### src/hw/fcd_pkg.sv
// Contract
// - Readable; bits 6..0 write-once, bit 7 read-only
// - Loaded flag reads 1 after first write
// - Select bit adds divide-by-8 prescale
// - Overall divide ratio reaches 512, never more
package fcd_pkg;

  // ----------------------------------------------------------------
  // Bus geometry
  // ----------------------------------------------------------------
  localparam int FCD_ADDR_W = 12;  // Byte address width of the slave
  localparam int FCD_DATA_W = 32;  // AXI4-Lite data width

  // ----------------------------------------------------------------
  // Register map
  // ----------------------------------------------------------------
  localparam logic [11:0] FCD_DIV_OFFSET = 12'h000;

  // Field positions inside flash_timebase_divider
  localparam int FCD_LOADED_BIT = 7;
  localparam int FCD_SELECT_BIT = 6;
  localparam int FCD_FIELD_W = 6;  // divider_ratio_field is bits 5..0
  localparam int FCD_WRITABLE_W = 7;  // Bits 6..0 take the one write

  // Reset values
  localparam logic [6:0] FCD_WRITABLE_RESET = 7'h00;
  localparam logic FCD_LOADED_RESET = 1'b0;

  // ----------------------------------------------------------------
  // Division figures
  // ----------------------------------------------------------------
  localparam int FCD_PRESCALE_RATIO = 8;
  localparam int FCD_MAX_RATIO = 512;

  // ----------------------------------------------------------------
  // Bus response codes
  // ----------------------------------------------------------------
  localparam logic [1:0] FCD_RESP_OKAY = 2'h0;
  localparam logic [1:0] FCD_RESP_SLVERR = 2'h2;

endpackage

### src/hw/fcd_prescaler.sv
`timescale 1ns/1ps
// Optional divide-by-8 ahead of the ratio divider, as a tick stream
module fcd_prescaler (
  input wire logic aclk,
  input wire logic aresetn,
  input wire logic run,
  input wire logic select,
  output logic pre_tick
);

  // ----------------------------------------------------------------
  // Phase counter
  // ----------------------------------------------------------------
  logic [2:0] phase;  // Oscillator cycles within one prescaled period
  logic [2:0] next_phase;
  localparam logic [2:0] LAST_PHASE =
    3'(fcd_pkg::FCD_PRESCALE_RATIO - 1);

  always_comb begin
    next_phase = 3'h0;
    if (run && select) begin
      next_phase = (phase == LAST_PHASE) ? 3'h0 : phase + 3'h1;
    end
  end

  // Registered only; the counter idles at zero while stopped
  always_ff @(posedge aclk) begin
    if (!aresetn) begin
      phase <= 3'h0;
    end else begin
      phase <= next_phase;
    end
  end

  assign pre_tick = run && (!select || phase == LAST_PHASE);

  // ----------------------------------------------------------------
  // Checks
  // ----------------------------------------------------------------
  prescale_gap_a: assert property (@(posedge aclk) disable iff (!aresetn)
    (pre_tick && select) |=> !pre_tick [*7] ##1 pre_tick)
    else $error("prescaled tick spacing is not eight cycles");

  direct_feed_a: assert property (@(posedge aclk) disable iff (!aresetn)
    (run && !select) |-> pre_tick)
    else $error("direct feed missed an oscillator cycle");

  prescale_seen_c: cover property (@(posedge aclk) disable iff (!aresetn)
    pre_tick && select);

endmodule

### src/hw/fcd_ratio_divider.sv
`timescale 1ns/1ps
// Divides the prescaled tick stream by the ratio field plus one
module fcd_ratio_divider (
  input wire logic aclk,
  input wire logic aresetn,
  input wire logic run,
  input wire logic pre_tick,
  input wire logic [5:0] ratio_field,
  output logic out_tick
);

  // ----------------------------------------------------------------
  // Ratio counter
  // ----------------------------------------------------------------
  logic [5:0] count;  // Prescaled ticks seen in this period
  logic [5:0] next_count;
  logic next_out_tick;

  always_comb begin
    next_count = count;
    next_out_tick = 1'b0;
    if (!run) begin
      next_count = 6'h00;
    end else if (pre_tick) begin
      if (count == ratio_field) begin
        next_count = 6'h00;
        next_out_tick = 1'b1;
      end else begin
        next_count = count + 6'h01;
      end
    end
  end

  // Output is a flop so the timebase carries no decode glitches
  always_ff @(posedge aclk) begin
    if (!aresetn) begin
      count <= 6'h00;
      out_tick <= 1'b0;
    end else begin
      count <= next_count;
      out_tick <= next_out_tick;
    end
  end

  // ----------------------------------------------------------------
  // Check helper: prescaled ticks between two output ticks
  // ----------------------------------------------------------------
  logic [6:0] seen;
  logic primed;  // First period after start is not measured
  always_ff @(posedge aclk) begin
    if (!aresetn || !run) begin
      seen <= 7'h00;
      primed <= 1'b0;
    end else begin
      seen <= out_tick ? 7'(pre_tick) : seen + 7'(pre_tick);
      primed <= primed | out_tick;
    end
  end

  ratio_period_a: assert property (@(posedge aclk) disable iff (!aresetn)
    (out_tick && primed) |-> seen == 7'(ratio_field) + 7'h01)
    else $error("timebase period differs from field plus one");

endmodule

### src/hw/fcd_flash_clock_divider.sv
`timescale 1ns/1ps
// Flash timebase divider with its write-once control register
module fcd_flash_clock_divider (
  input wire logic aclk,
  input wire logic aresetn,
  // AXI4-Lite write address
  input wire logic s_axi_awvalid,
  output logic s_axi_awready,
  input wire logic [11:0] s_axi_awaddr,
  input wire logic [2:0] s_axi_awprot,
  // AXI4-Lite write data
  input wire logic s_axi_wvalid,
  output logic s_axi_wready,
  input wire logic [31:0] s_axi_wdata,
  input wire logic [3:0] s_axi_wstrb,
  // AXI4-Lite write response
  output logic s_axi_bvalid,
  input wire logic s_axi_bready,
  output logic [1:0] s_axi_bresp,
  // AXI4-Lite read address
  input wire logic s_axi_arvalid,
  output logic s_axi_arready,
  input wire logic [11:0] s_axi_araddr,
  input wire logic [2:0] s_axi_arprot,
  // AXI4-Lite read data
  output logic s_axi_rvalid,
  input wire logic s_axi_rready,
  output logic [31:0] s_axi_rdata,
  output logic [1:0] s_axi_rresp,
  // Flash side
  output logic timebase_tick,
  output logic divider_loaded_flag
);

  // ----------------------------------------------------------------
  // Divider register state
  // ----------------------------------------------------------------
  logic [6:0] writable;  // Select bit and ratio field
  logic [6:0] next_writable;
  logic next_loaded;
  logic prescale_by_eight_select;
  logic [5:0] divider_ratio_field;

  assign prescale_by_eight_select = writable[fcd_pkg::FCD_SELECT_BIT];
  assign divider_ratio_field = writable[fcd_pkg::FCD_FIELD_W-1:0];

  // ----------------------------------------------------------------
  // Write channel capture
  // ----------------------------------------------------------------
  logic aw_held;  // Address taken, waiting for data or response
  logic [11:0] aw_addr;
  logic w_held;  // Data taken, waiting for address or response
  logic [31:0] w_data;
  logic [3:0] w_strb;
  logic next_aw_held;
  logic [11:0] next_aw_addr;
  logic next_w_held;
  logic [31:0] next_w_data;
  logic [3:0] next_w_strb;
  logic next_bvalid;
  logic [1:0] next_bresp;
  logic wr_commit;  // Both halves present: act on the write now
  logic wr_hit;  // Write lands on the divider register
  logic wr_lane0;  // Byte lane holding the register is enabled

  // Channels accept independently; nothing new until the answer drains
  assign s_axi_awready = !aw_held && !s_axi_bvalid;
  assign s_axi_wready = !w_held && !s_axi_bvalid;
  assign wr_commit = aw_held && w_held && !s_axi_bvalid;
  assign wr_hit = (aw_addr[11:2] == fcd_pkg::FCD_DIV_OFFSET[11:2]);
  assign wr_lane0 = w_strb[0];

  // Next values for the write path
  always_comb begin
    next_aw_held = aw_held;
    next_aw_addr = aw_addr;
    next_w_held = w_held;
    next_w_data = w_data;
    next_w_strb = w_strb;
    next_bvalid = s_axi_bvalid;
    next_bresp = s_axi_bresp;
    // Address handshake
    if (s_axi_awvalid && s_axi_awready) begin
      next_aw_held = 1'b1;
      next_aw_addr = s_axi_awaddr;
    end
    // Data handshake
    if (s_axi_wvalid && s_axi_wready) begin
      next_w_held = 1'b1;
      next_w_data = s_axi_wdata;
      next_w_strb = s_axi_wstrb;
    end
    // Commit raises the response and frees both holders
    if (wr_commit) begin
      next_aw_held = 1'b0;
      next_w_held = 1'b0;
      next_bvalid = 1'b1;
      // Unmapped words answer an error; the write is dropped
      next_bresp = wr_hit ? fcd_pkg::FCD_RESP_OKAY
                          : fcd_pkg::FCD_RESP_SLVERR;
    end else if (s_axi_bvalid && s_axi_bready) begin
      next_bvalid = 1'b0;
    end
  end

  // Write path registers
  always_ff @(posedge aclk) begin
    if (!aresetn) begin
      aw_held <= 1'b0;
      aw_addr <= 12'h000;
      w_held <= 1'b0;
      w_data <= 32'h0000_0000;
      w_strb <= 4'h0;
      s_axi_bvalid <= 1'b0;
      s_axi_bresp <= 2'h0;
    end else begin
      aw_held <= next_aw_held;
      aw_addr <= next_aw_addr;
      w_held <= next_w_held;
      w_data <= next_w_data;
      w_strb <= next_w_strb;
      s_axi_bvalid <= next_bvalid;
      s_axi_bresp <= next_bresp;
    end
  end

  // ----------------------------------------------------------------
  // Divider register update
  // ----------------------------------------------------------------
  // A write with lane 0 off stores nothing and so does not count as the
  // one write; the flash timing stays unloaded until a real one lands.
  always_comb begin
    next_writable = writable;
    next_loaded = divider_loaded_flag;
    if (wr_commit && wr_hit && wr_lane0 && !divider_loaded_flag) begin
      next_writable = w_data[fcd_pkg::FCD_WRITABLE_W-1:0];
      next_loaded = 1'b1;
    end
  end

  // Register storage; bit 7 has no write path at all
  always_ff @(posedge aclk) begin
    if (!aresetn) begin
      writable <= fcd_pkg::FCD_WRITABLE_RESET;
      divider_loaded_flag <= fcd_pkg::FCD_LOADED_RESET;
    end else begin
      writable <= next_writable;
      divider_loaded_flag <= next_loaded;
    end
  end

  // ----------------------------------------------------------------
  // Read channel
  // ----------------------------------------------------------------
  logic next_rvalid;
  logic [31:0] next_rdata;
  logic [1:0] next_rresp;
  logic rd_hit;
  logic [7:0] reg_view;  // Whole register as software sees it

  // One read in flight; a new address waits for the data to drain
  assign s_axi_arready = !s_axi_rvalid;
  assign rd_hit = (s_axi_araddr[11:2] == fcd_pkg::FCD_DIV_OFFSET[11:2]);
  assign reg_view = {divider_loaded_flag, writable};

  // Next values for the read path
  always_comb begin
    next_rvalid = s_axi_rvalid;
    next_rdata = s_axi_rdata;
    next_rresp = s_axi_rresp;
    if (s_axi_arvalid && s_axi_arready) begin
      next_rvalid = 1'b1;
      if (rd_hit) begin
        next_rdata = {24'h000000, reg_view};
        next_rresp = fcd_pkg::FCD_RESP_OKAY;
      end else begin
        next_rdata = 32'h0000_0000;
        next_rresp = fcd_pkg::FCD_RESP_SLVERR;
      end
    end else if (s_axi_rvalid && s_axi_rready) begin
      next_rvalid = 1'b0;
    end
  end

  // Read path registers
  always_ff @(posedge aclk) begin
    if (!aresetn) begin
      s_axi_rvalid <= 1'b0;
      s_axi_rdata <= 32'h0000_0000;
      s_axi_rresp <= 2'h0;
    end else begin
      s_axi_rvalid <= next_rvalid;
      s_axi_rdata <= next_rdata;
      s_axi_rresp <= next_rresp;
    end
  end

  // ----------------------------------------------------------------
  // Timebase chain
  // ----------------------------------------------------------------
  logic pre_tick;  // Oscillator or oscillator/8 tick

  // Held off until loaded so flash timing never runs on a default ratio
  // prescaler ahead of divider
  fcd_prescaler u_prescaler (
    .aclk(aclk),
    .aresetn(aresetn),
    .run(divider_loaded_flag),
    .select(prescale_by_eight_select),
    .pre_tick(pre_tick)
  );

  fcd_ratio_divider u_ratio_divider (
    .aclk(aclk),
    .aresetn(aresetn),
    .run(divider_loaded_flag),
    .pre_tick(pre_tick),
    .ratio_field(divider_ratio_field),
    .out_tick(timebase_tick)
  );

  // ----------------------------------------------------------------
  // Check helper: oscillator cycles since the last timebase tick
  // ----------------------------------------------------------------
  logic [9:0] since_tick;
  logic loaded_q;  // Flag one cycle late; the load edge acts as a tick

  // Counting restarts one cycle after loading, as it does after a tick,
  // so the first period is judged the same way as all later ones
  always_ff @(posedge aclk) begin
    if (!aresetn) begin
      loaded_q <= 1'b0;
    end else begin
      loaded_q <= divider_loaded_flag;
    end
  end

  always_ff @(posedge aclk) begin
    if (!aresetn || !loaded_q || timebase_tick) begin
      since_tick <= 10'h000;
    end else begin
      since_tick <= since_tick + 10'h001;
    end
  end

  // ----------------------------------------------------------------
  // Checks
  // ----------------------------------------------------------------
  write_once_a: assert property (@(posedge aclk) disable iff (!aresetn)
    (divider_loaded_flag && wr_commit) |=> $stable(writable))
    else $error("divider register changed after its first write");

  read_back_a: assert property (@(posedge aclk) disable iff (!aresetn)
    (s_axi_arvalid && s_axi_arready && rd_hit)
      |=> s_axi_rvalid && s_axi_rdata[7:0] == $past(reg_view))
    else $error("read data does not match the divider register");

  loaded_flag_a: assert property (@(posedge aclk) disable iff (!aresetn)
    (!divider_loaded_flag && wr_commit && wr_hit && wr_lane0)
      |=> divider_loaded_flag
          && writable == 7'($past(w_data)))
    else $error("first write did not load the register and flag");

  flag_sticky_a: assert property (@(posedge aclk) disable iff (!aresetn)
    divider_loaded_flag |=> divider_loaded_flag)
    else $error("loaded flag dropped without reset");

  max_ratio_a: assert property (@(posedge aclk) disable iff (!aresetn)
    since_tick < 10'(fcd_pkg::FCD_MAX_RATIO))
    else $error("timebase period exceeds the largest ratio");

  idle_quiet_a: assert property (@(posedge aclk) disable iff (!aresetn)
    !divider_loaded_flag |-> !timebase_tick)
    else $error("timebase ticked before the register was loaded");

  unmapped_write_a: assert property (@(posedge aclk) disable iff (!aresetn)
    (wr_commit && !wr_hit)
      |=> s_axi_bvalid && s_axi_bresp == fcd_pkg::FCD_RESP_SLVERR)
    else $error("unmapped write did not answer an error");

  upper_zero_a: assert property (@(posedge aclk) disable iff (!aresetn)
    s_axi_rvalid |-> s_axi_rdata[31:8] == 24'h000000)
    else $error("read data has bits set above the register");

  lane_skip_a: assert property (@(posedge aclk) disable iff (!aresetn)
    (!divider_loaded_flag && wr_commit && !(wr_hit && wr_lane0))
      |=> !divider_loaded_flag)
    else $error("a write that stored nothing set the loaded flag");

  first_write_c: cover property (@(posedge aclk) disable iff (!aresetn)
    !divider_loaded_flag ##1 divider_loaded_flag);

  late_write_c: cover property (@(posedge aclk) disable iff (!aresetn)
    divider_loaded_flag && wr_commit && wr_hit);

  slowest_c: cover property (@(posedge aclk) disable iff (!aresetn)
    timebase_tick && writable == 7'h7F
      && since_tick == 10'(fcd_pkg::FCD_MAX_RATIO - 1));

  unmapped_c: cover property (@(posedge aclk) disable iff (!aresetn)
    s_axi_rvalid && s_axi_rresp == fcd_pkg::FCD_RESP_SLVERR);

endmodule

### config.mk
export PLATFORM = sky130hd
export DESIGN_NAME = fcd_flash_clock_divider
export DESIGN_NICKNAME = d
export VERILOG_FILES = /design/src/hw/fcd_pkg.sv /design/src/hw/fcd_prescaler.sv /design/src/hw/fcd_ratio_divider.sv /design/src/hw/fcd_flash_clock_divider.sv
export SDC_FILE = /design/constraint.sdc
export NUM_CORES = 1
export LEC_CHECK = 0
export BUFFER_PORTS_ARGS = -buffer_cell sky130_fd_sc_hd__buf_4
export CAP_MARGIN = 20
export CORE_ASPECT_RATIO = 1.4
export CORE_MARGIN = 10
export CORE_UTILIZATION = 25
export CTS_CLUSTER_DIAMETER = 200
export CTS_CLUSTER_SIZE = 28
export DETAILED_ROUTE_END_ITERATION = 7
export GPL_ROUTABILITY_DRIVEN = 0
export SLEW_MARGIN = 20
export SYNTH_ARGS = -nofsm -noshare
export SYNTH_HDL_FRONTEND = slang
export SYNTH_SLANG_ARGS = --single-unit
### constraint.sdc
create_clock -name aclk -period 2.46 [get_ports aclk]
set_clock_uncertainty 0.2 [all_clocks]
set_input_delay 0.369 -clock aclk [delete_from_list [all_inputs] [get_ports aclk]]
set_output_delay 0.369 -clock aclk [all_outputs]
set_load 0.03 [all_outputs]
After elaboration in Yosys (flattened, before gate mapping). Index checks and enable logic that the tools add are counted. W data, S select, Z words.

Logic and storage cells: 59. Register bits after elaboration: 78. Output and inout port bits: 43. Bits of input ports: 73.

Multiplexer cells: 9. Reductions and logical operators: 29. Bitwise gates (word level): 2. Add/sub/neg operators: 2. Equal/unequal tests: 2.

Operators with widths (number): $logic_not A10 Y1 (2); $logic_and A1 B1 Y1 (14); $mux W8 (1); $add A6 B1 Y6 const B (1); $eq A6 B6 Y1 (1); $logic_not A1 Y1 (6); $mux W6 (1); $mux W1 (5); $mux W2 (2); $reduce_bool A2 Y1 (2); $add A3 B1 Y3 const B (1); $eq A3 B3 Y1 const B (1); $reduce_and A3 Y1 (1); $reduce_or A3 Y1 (1); $not A1 Y1 (2); $reduce_and A2 Y1 (1); $reduce_or A2 Y1 (1); $logic_or A1 B1 Y1 (1).

Depth between registers and ports, before layout.
Word-level depth: 5. Gate-level depth with buffers: 7.

Modules after synthesis. From an unflattened synthesis, not the netlist that was laid out.

Cell total of the unflattened synthesis: 221. Area total of the unflattened synthesis: 2250.9 µm².

By module, submodules not included: fcd_flash_clock_divider (area each 1730.4 µm², instances 1, seq. area each 800.8 µm², cells each 172); fcd_ratio_divider (area each 392.9 µm², instances 1, seq. area each 140.1 µm², cells each 38); fcd_prescaler (area each 127.6 µm², instances 1, seq. area each 60.1 µm², cells each 11).

Worst setup path after synthesis. No wires, ideal clock.

Path type: reg-to-reg. From: register s_axi_bvalid. To: register w_data[0]. Setup time: 72 ps. Stages on the path, launching flop included: 6. Slack: 645 ps. Path buffers: 1. Arrival: 1544 ps. Path through: dfxtp_1 -> nor2_1 -> and2_1 -> clkbuf_1 -> nand2_1 -> a21oi_1.

Word-level cells in the longest chain between the ends: 3.

RTL lines: start, declared (RTL line fcd_flash_clock_divider.sv:17) `output logic s_axi_bvalid,`; start signal, assigned (RTL line fcd_flash_clock_divider.sv:122) `s_axi_bvalid <= next_bvalid;`; $logic_not A1 Y1 (RTL line fcd_flash_clock_divider.sv:68) `assign s_axi_wready = !w_held && !s_axi_bvalid;`; $logic_and A1 B1 Y1 (RTL line fcd_flash_clock_divider.sv:68); named net s_axi_wready (RTL line fcd_flash_clock_divider.sv:13) `output logic s_axi_wready,`; $logic_and A1 B1 Y1 (RTL line fcd_flash_clock_divider.sv:88) `if (s_axi_wvalid && s_axi_wready) begin`; end signal, assigned (RTL line fcd_flash_clock_divider.sv:120) `w_data <= next_w_data;`; end, declared (RTL line fcd_flash_clock_divider.sv:53) `logic [31:0] w_data;`.

The timed path passes the listed nets, and every way through them passes these cells. A chain may end at the register's enable or synchronous reset.

Worst setup path after layout.
From: register u_prescaler.phase[0]. To: register u_ratio_divider.count[0].

Word-level cells in the longest chain between the ends: 3.

RTL lines: start, declared (RTL line fcd_prescaler.sv:14) `logic [2:0] phase;`; start signal, assigned (RTL line fcd_prescaler.sv:31) `phase <= next_phase;`; $eq A3 B3 Y1 (RTL line fcd_prescaler.sv:35) `assign pre_tick = run && (!select || phase == LAST_PHASE);`; $logic_or A1 B1 Y1 (RTL line fcd_prescaler.sv:35); $logic_and A1 B1 Y1 (RTL line fcd_prescaler.sv:35); end signal, assigned (RTL line fcd_ratio_divider.sv:40) `count <= next_count;`; end, declared (RTL line fcd_ratio_divider.sv:15) `logic [5:0] count;`.

No other way between the ends.

==> results.py <==
metrics = {
    "global_routing": {
        "track_usage_pct": 7.56,
        "antenna_found_initial": 0,
        "grt-ovfl-total": 0,
        "grt_pass1_vias": 1801,
        "grt_pass1_wl_um": 8260,
        "grt_max_degree": 28,
    },
    "sta": {
        "hold_viol": 0,
        "setup_slack_ns": 0.612,
        "fin_crit_sh_pct": 75.1,
        "rsz0062_at_grt": "false",
        "slew_violations": 0,
        "max_freq_mhz": 541,
        "setup_viol": 0,
        "worst_slew_pin_slew_ns": 0.503,
        "hold_ws_ns": 0.114,
        "relSlewSlack_pct": 66.3,
        "fin_crit_ns": 1.85,
        "fin_tns_setup_ns": 0,
    },
    "status": {
        "outcome": "finished, final reports clean",
    },
    "clocking": {
        "post_cts_resize_count": 0,
        "ctsRootBufferMaster": "clkbuf_16",
        "clock_sinks": 50,
        "cts-htree-levels": 2,
        "cts_hold_buf": 0,
        "cts_tree": "built",
        "path_clk_slew_ns": 0.07,
        "cts_buffers": 5,
        "clock_path_buffers": 2,
        "cts_setup_buffers": 0,
        "clk_latency_ns": 0.28,
    },
    "worst_setup_path": {
        "critPathMaxStageDelay_ns": 0.54,
        "worstPathMaxFanout": 6,
        "worstSetupEndpoint": "u_ratio_divider.count[0]",
        "path_class": "reg -> reg",
        "worst-path-stages": 6,
        "cp_slowest_cell": "o31ai_2",
        "worstPathArrival_ns": 1.80,
        "reg2reg_from": "u_prescaler.phase[0]",
        "path_delay_family": "compound AO/OA/AOI/OAI gates",
        "crit_top_cell": "ha_1",
        "r2r-end": "u_ratio_divider.count[0]",
        "cp.buffers_inverters": 0,
        "path_cells": "ha_1 > ha_1 > nand2b_1 > nand4_1 > o31ai_2 > nor2_1",
        "r2r_slack_ns": 0.61,
        "cp-end-kind": "register",
        "start_kind": "register",
        "r2r_cells": 6,
        "cp-startpoint": "u_prescaler.phase[0]",
        "cp.required_ns": 2.42,
    },
    "layout": {
        "area_growth_pct": 25.4,
        "nets": 371,
        "fin_area_mm2": 0.00278,
        "n_antenna_cell": 0,
        "fin_cells": 401,
        "final_layout_size_suffix_gt1_share_pct": 22.6,
        "fillers": 901,
        "fin_util_pct": 32.3,
    },
    "yosys": {
        "synthCells": 245,
        "synth-seq-cells": 50,
        "synth_warnings": 0,
        "netlist.area_leader.share_pct": 45.1,
        "yosysTopAreaCell": "dfxtp_1",
        "synth_common_cells": "dfxtp_1 (50), nor2_1 (31), nand2_1 (29), buf_4 (27)",
        "synthFlopType": "dfxtp_1",
        "synth.avg_cell_area_um2": 9.05,
        "ys_async_sr_fraction_pct": 0,
        "synth_cell_types": 32,
        "ys_top_cells_by_area": "dfxtp_1 (45%), buf_4 (9.1%), mux2i_1 (7.2%), nor2_1 (5.2%), nand2_1 (4.9%)",
        "synth-edff-count": 0,
        "ys_seq_area_share_pct": 45.1,
        "syn_area_mm2": 0.00222,
        "synth_most_common_cell": "dfxtp_1",
    },
    "floorplan": {
        "fp.dieH_um": 131,
        "die_x_um": 99.6,
        "core_mm2": 0.00861,
        "pin_count": 116,
        "rows": 40,
        "dieArea_mm2": 0.0131,
        "initial_core_util_pct": 25.8,
    },
    "flow_run": {
        "max_cap_violations": 0,
    },
    "power_and_ir_drop": {
        "pwr-share-comb_pct": 12.9,
        "power_frac_clock_pct": 41.2,
        "internal-power_mw": 1.41,
        "p_seq_share_pct": 45.9,
        "vdd.ir_drop.worst_mv": 0.347,
        "total_power_mw": 1.86,
        "p_leak_nw": 1.21,
        "switching_power_mw": 0.458,
        "switching_share_pct": 24.6,
        "p_per_area_mw_per_mm2": 671,
    },
    "drt": {
        "vias": 1698,
        "drtIter0Drc": 48,
        "detail_route.wl_per_cell_um": 12.5,
        "drt_first_pass_iters": 4,
        "route.detailed.drc": 0,
        "postRouteAntennaNets": 0,
        "wirelength_um": 5000,
        "viasPerCell": 4.23,
    },
    "worst_hold_path": {
        "hold_path_class": "in -> reg",
    },
    "place": {
        "dp_hpwl_um": 4150,
        "dp.cells": 393,
        "placed_cell_area_mm2": 0.00261,
        "portBuffers": 51,
        "dp_slack_ns": 0.611,
    },
}
==> cells in the final DEF (no fill, tap or decap), types with 2 or more instances in the layout <==
cell type / n
a21oi_1: 16
a22oi_1: 8
and2_1: 5
and3_1: 2
buf_4: 53
clkbuf_16: 5
conb_1: 26
dfxtp_1: 50
ha_1: 3
inv_1: 3
mux2i_1: 16
nand2_1: 29
nand2b_1: 5
nand3_1: 5
nand4_1: 3
nor2_1: 31
nor3_1: 2
nor4_1: 5
o21ai_0: 4
xnor2_1: 6
xor2_1: 5
==> cells by family after synthesis <==
family / count (synthesis) / share of synthesized area (%)
AND/OR/NAND/NOR: 94 / 21.3
flip-flops: 50 / 45.1
buffers and inverters: 40 / 12.0
AO/OA/AOI/OAI: 30 / 8.13
multiplexers: 16 / 7.22
XOR/XNOR: 11 / 4.35
adder cells (fa/ha/maj): 3 / 1.69
other: 1 / 0.169
==> worst min-delay path by stage <==
stage / start / to / slack, ns / cells after the start
detailed placement: u_prescaler.phase[0] / u_prescaler.phase[0] / 0.23 / 1
global route: s_axi_awaddr[6] / aw_addr[6] / 0.12 / 3
finish: s_axi_awaddr[5] / aw_addr[5] / 0.11 / 3
global placement: u_prescaler.phase[0] / u_prescaler.phase[0] / 0.22 / 1
CTS: s_axi_awaddr[5] / aw_addr[5] / 0.11 / 3
floorplan: u_prescaler.phase[0] / u_prescaler.phase[0] / 0.21 / 1
==> layer usage <==
metal	track usage [%]	share of wire, %
met4	2.40	1.2
met2	13.9	54
met3	2.78	6.5
met5	0	0
met1	7.53	38
==> area by class of cell <==
type	instances	area, um^2	area share (%)
well taps	105	131	4.73
multi-input cells	180	1050	37.7
flip-flops and latches	50	1000	36.0
clock buffers	6	129	4.64
repair buffers	54	418	15.0
inverters	4	15.0	0.540
clock inverters	2	37.5	1.35
==> power groups by stage <==
stage | logic [mW] | registers (mW) | clock network [mW]
2_1_floorplan | 0.189 | 0.878 | 0
3_3_place_gp | 0.241 | 0.874 | 0
3_5_place_dp | 0.244 | 0.875 | 0
4_1_cts | 0.244 | 0.856 | 0.786
5_1_grt | 0.266 | 0.859 | 0.812
6_report | 0.241 | 0.856 | 0.767
==> registers in the layout (all words and copies together), names as in the netlist <==
name / count
aw_addr: 10
s_axi_rdata: 8
w_data: 7
writable: 7
u_ratio_divider.count: 6
u_prescaler.phase: 3
aw_held: 1
divider_loaded_flag: 1
s_axi_bresp: 1
s_axi_bvalid: 1
s_axi_rresp: 1
s_axi_rvalid: 1
u_ratio_divider.out_tick: 1
w_held: 1
w_strb: 1
==> worst register-to-register path: cells and delay by family (launching register included) <==
family,cells,cell delay [ns]
and+or+nand+nor,3,0.38
DFF,1,0.34
adders and majority gates,2,0.27
AOI/OAI and AO/OA,1,0.54
Power figures use the tool's default switching activity.
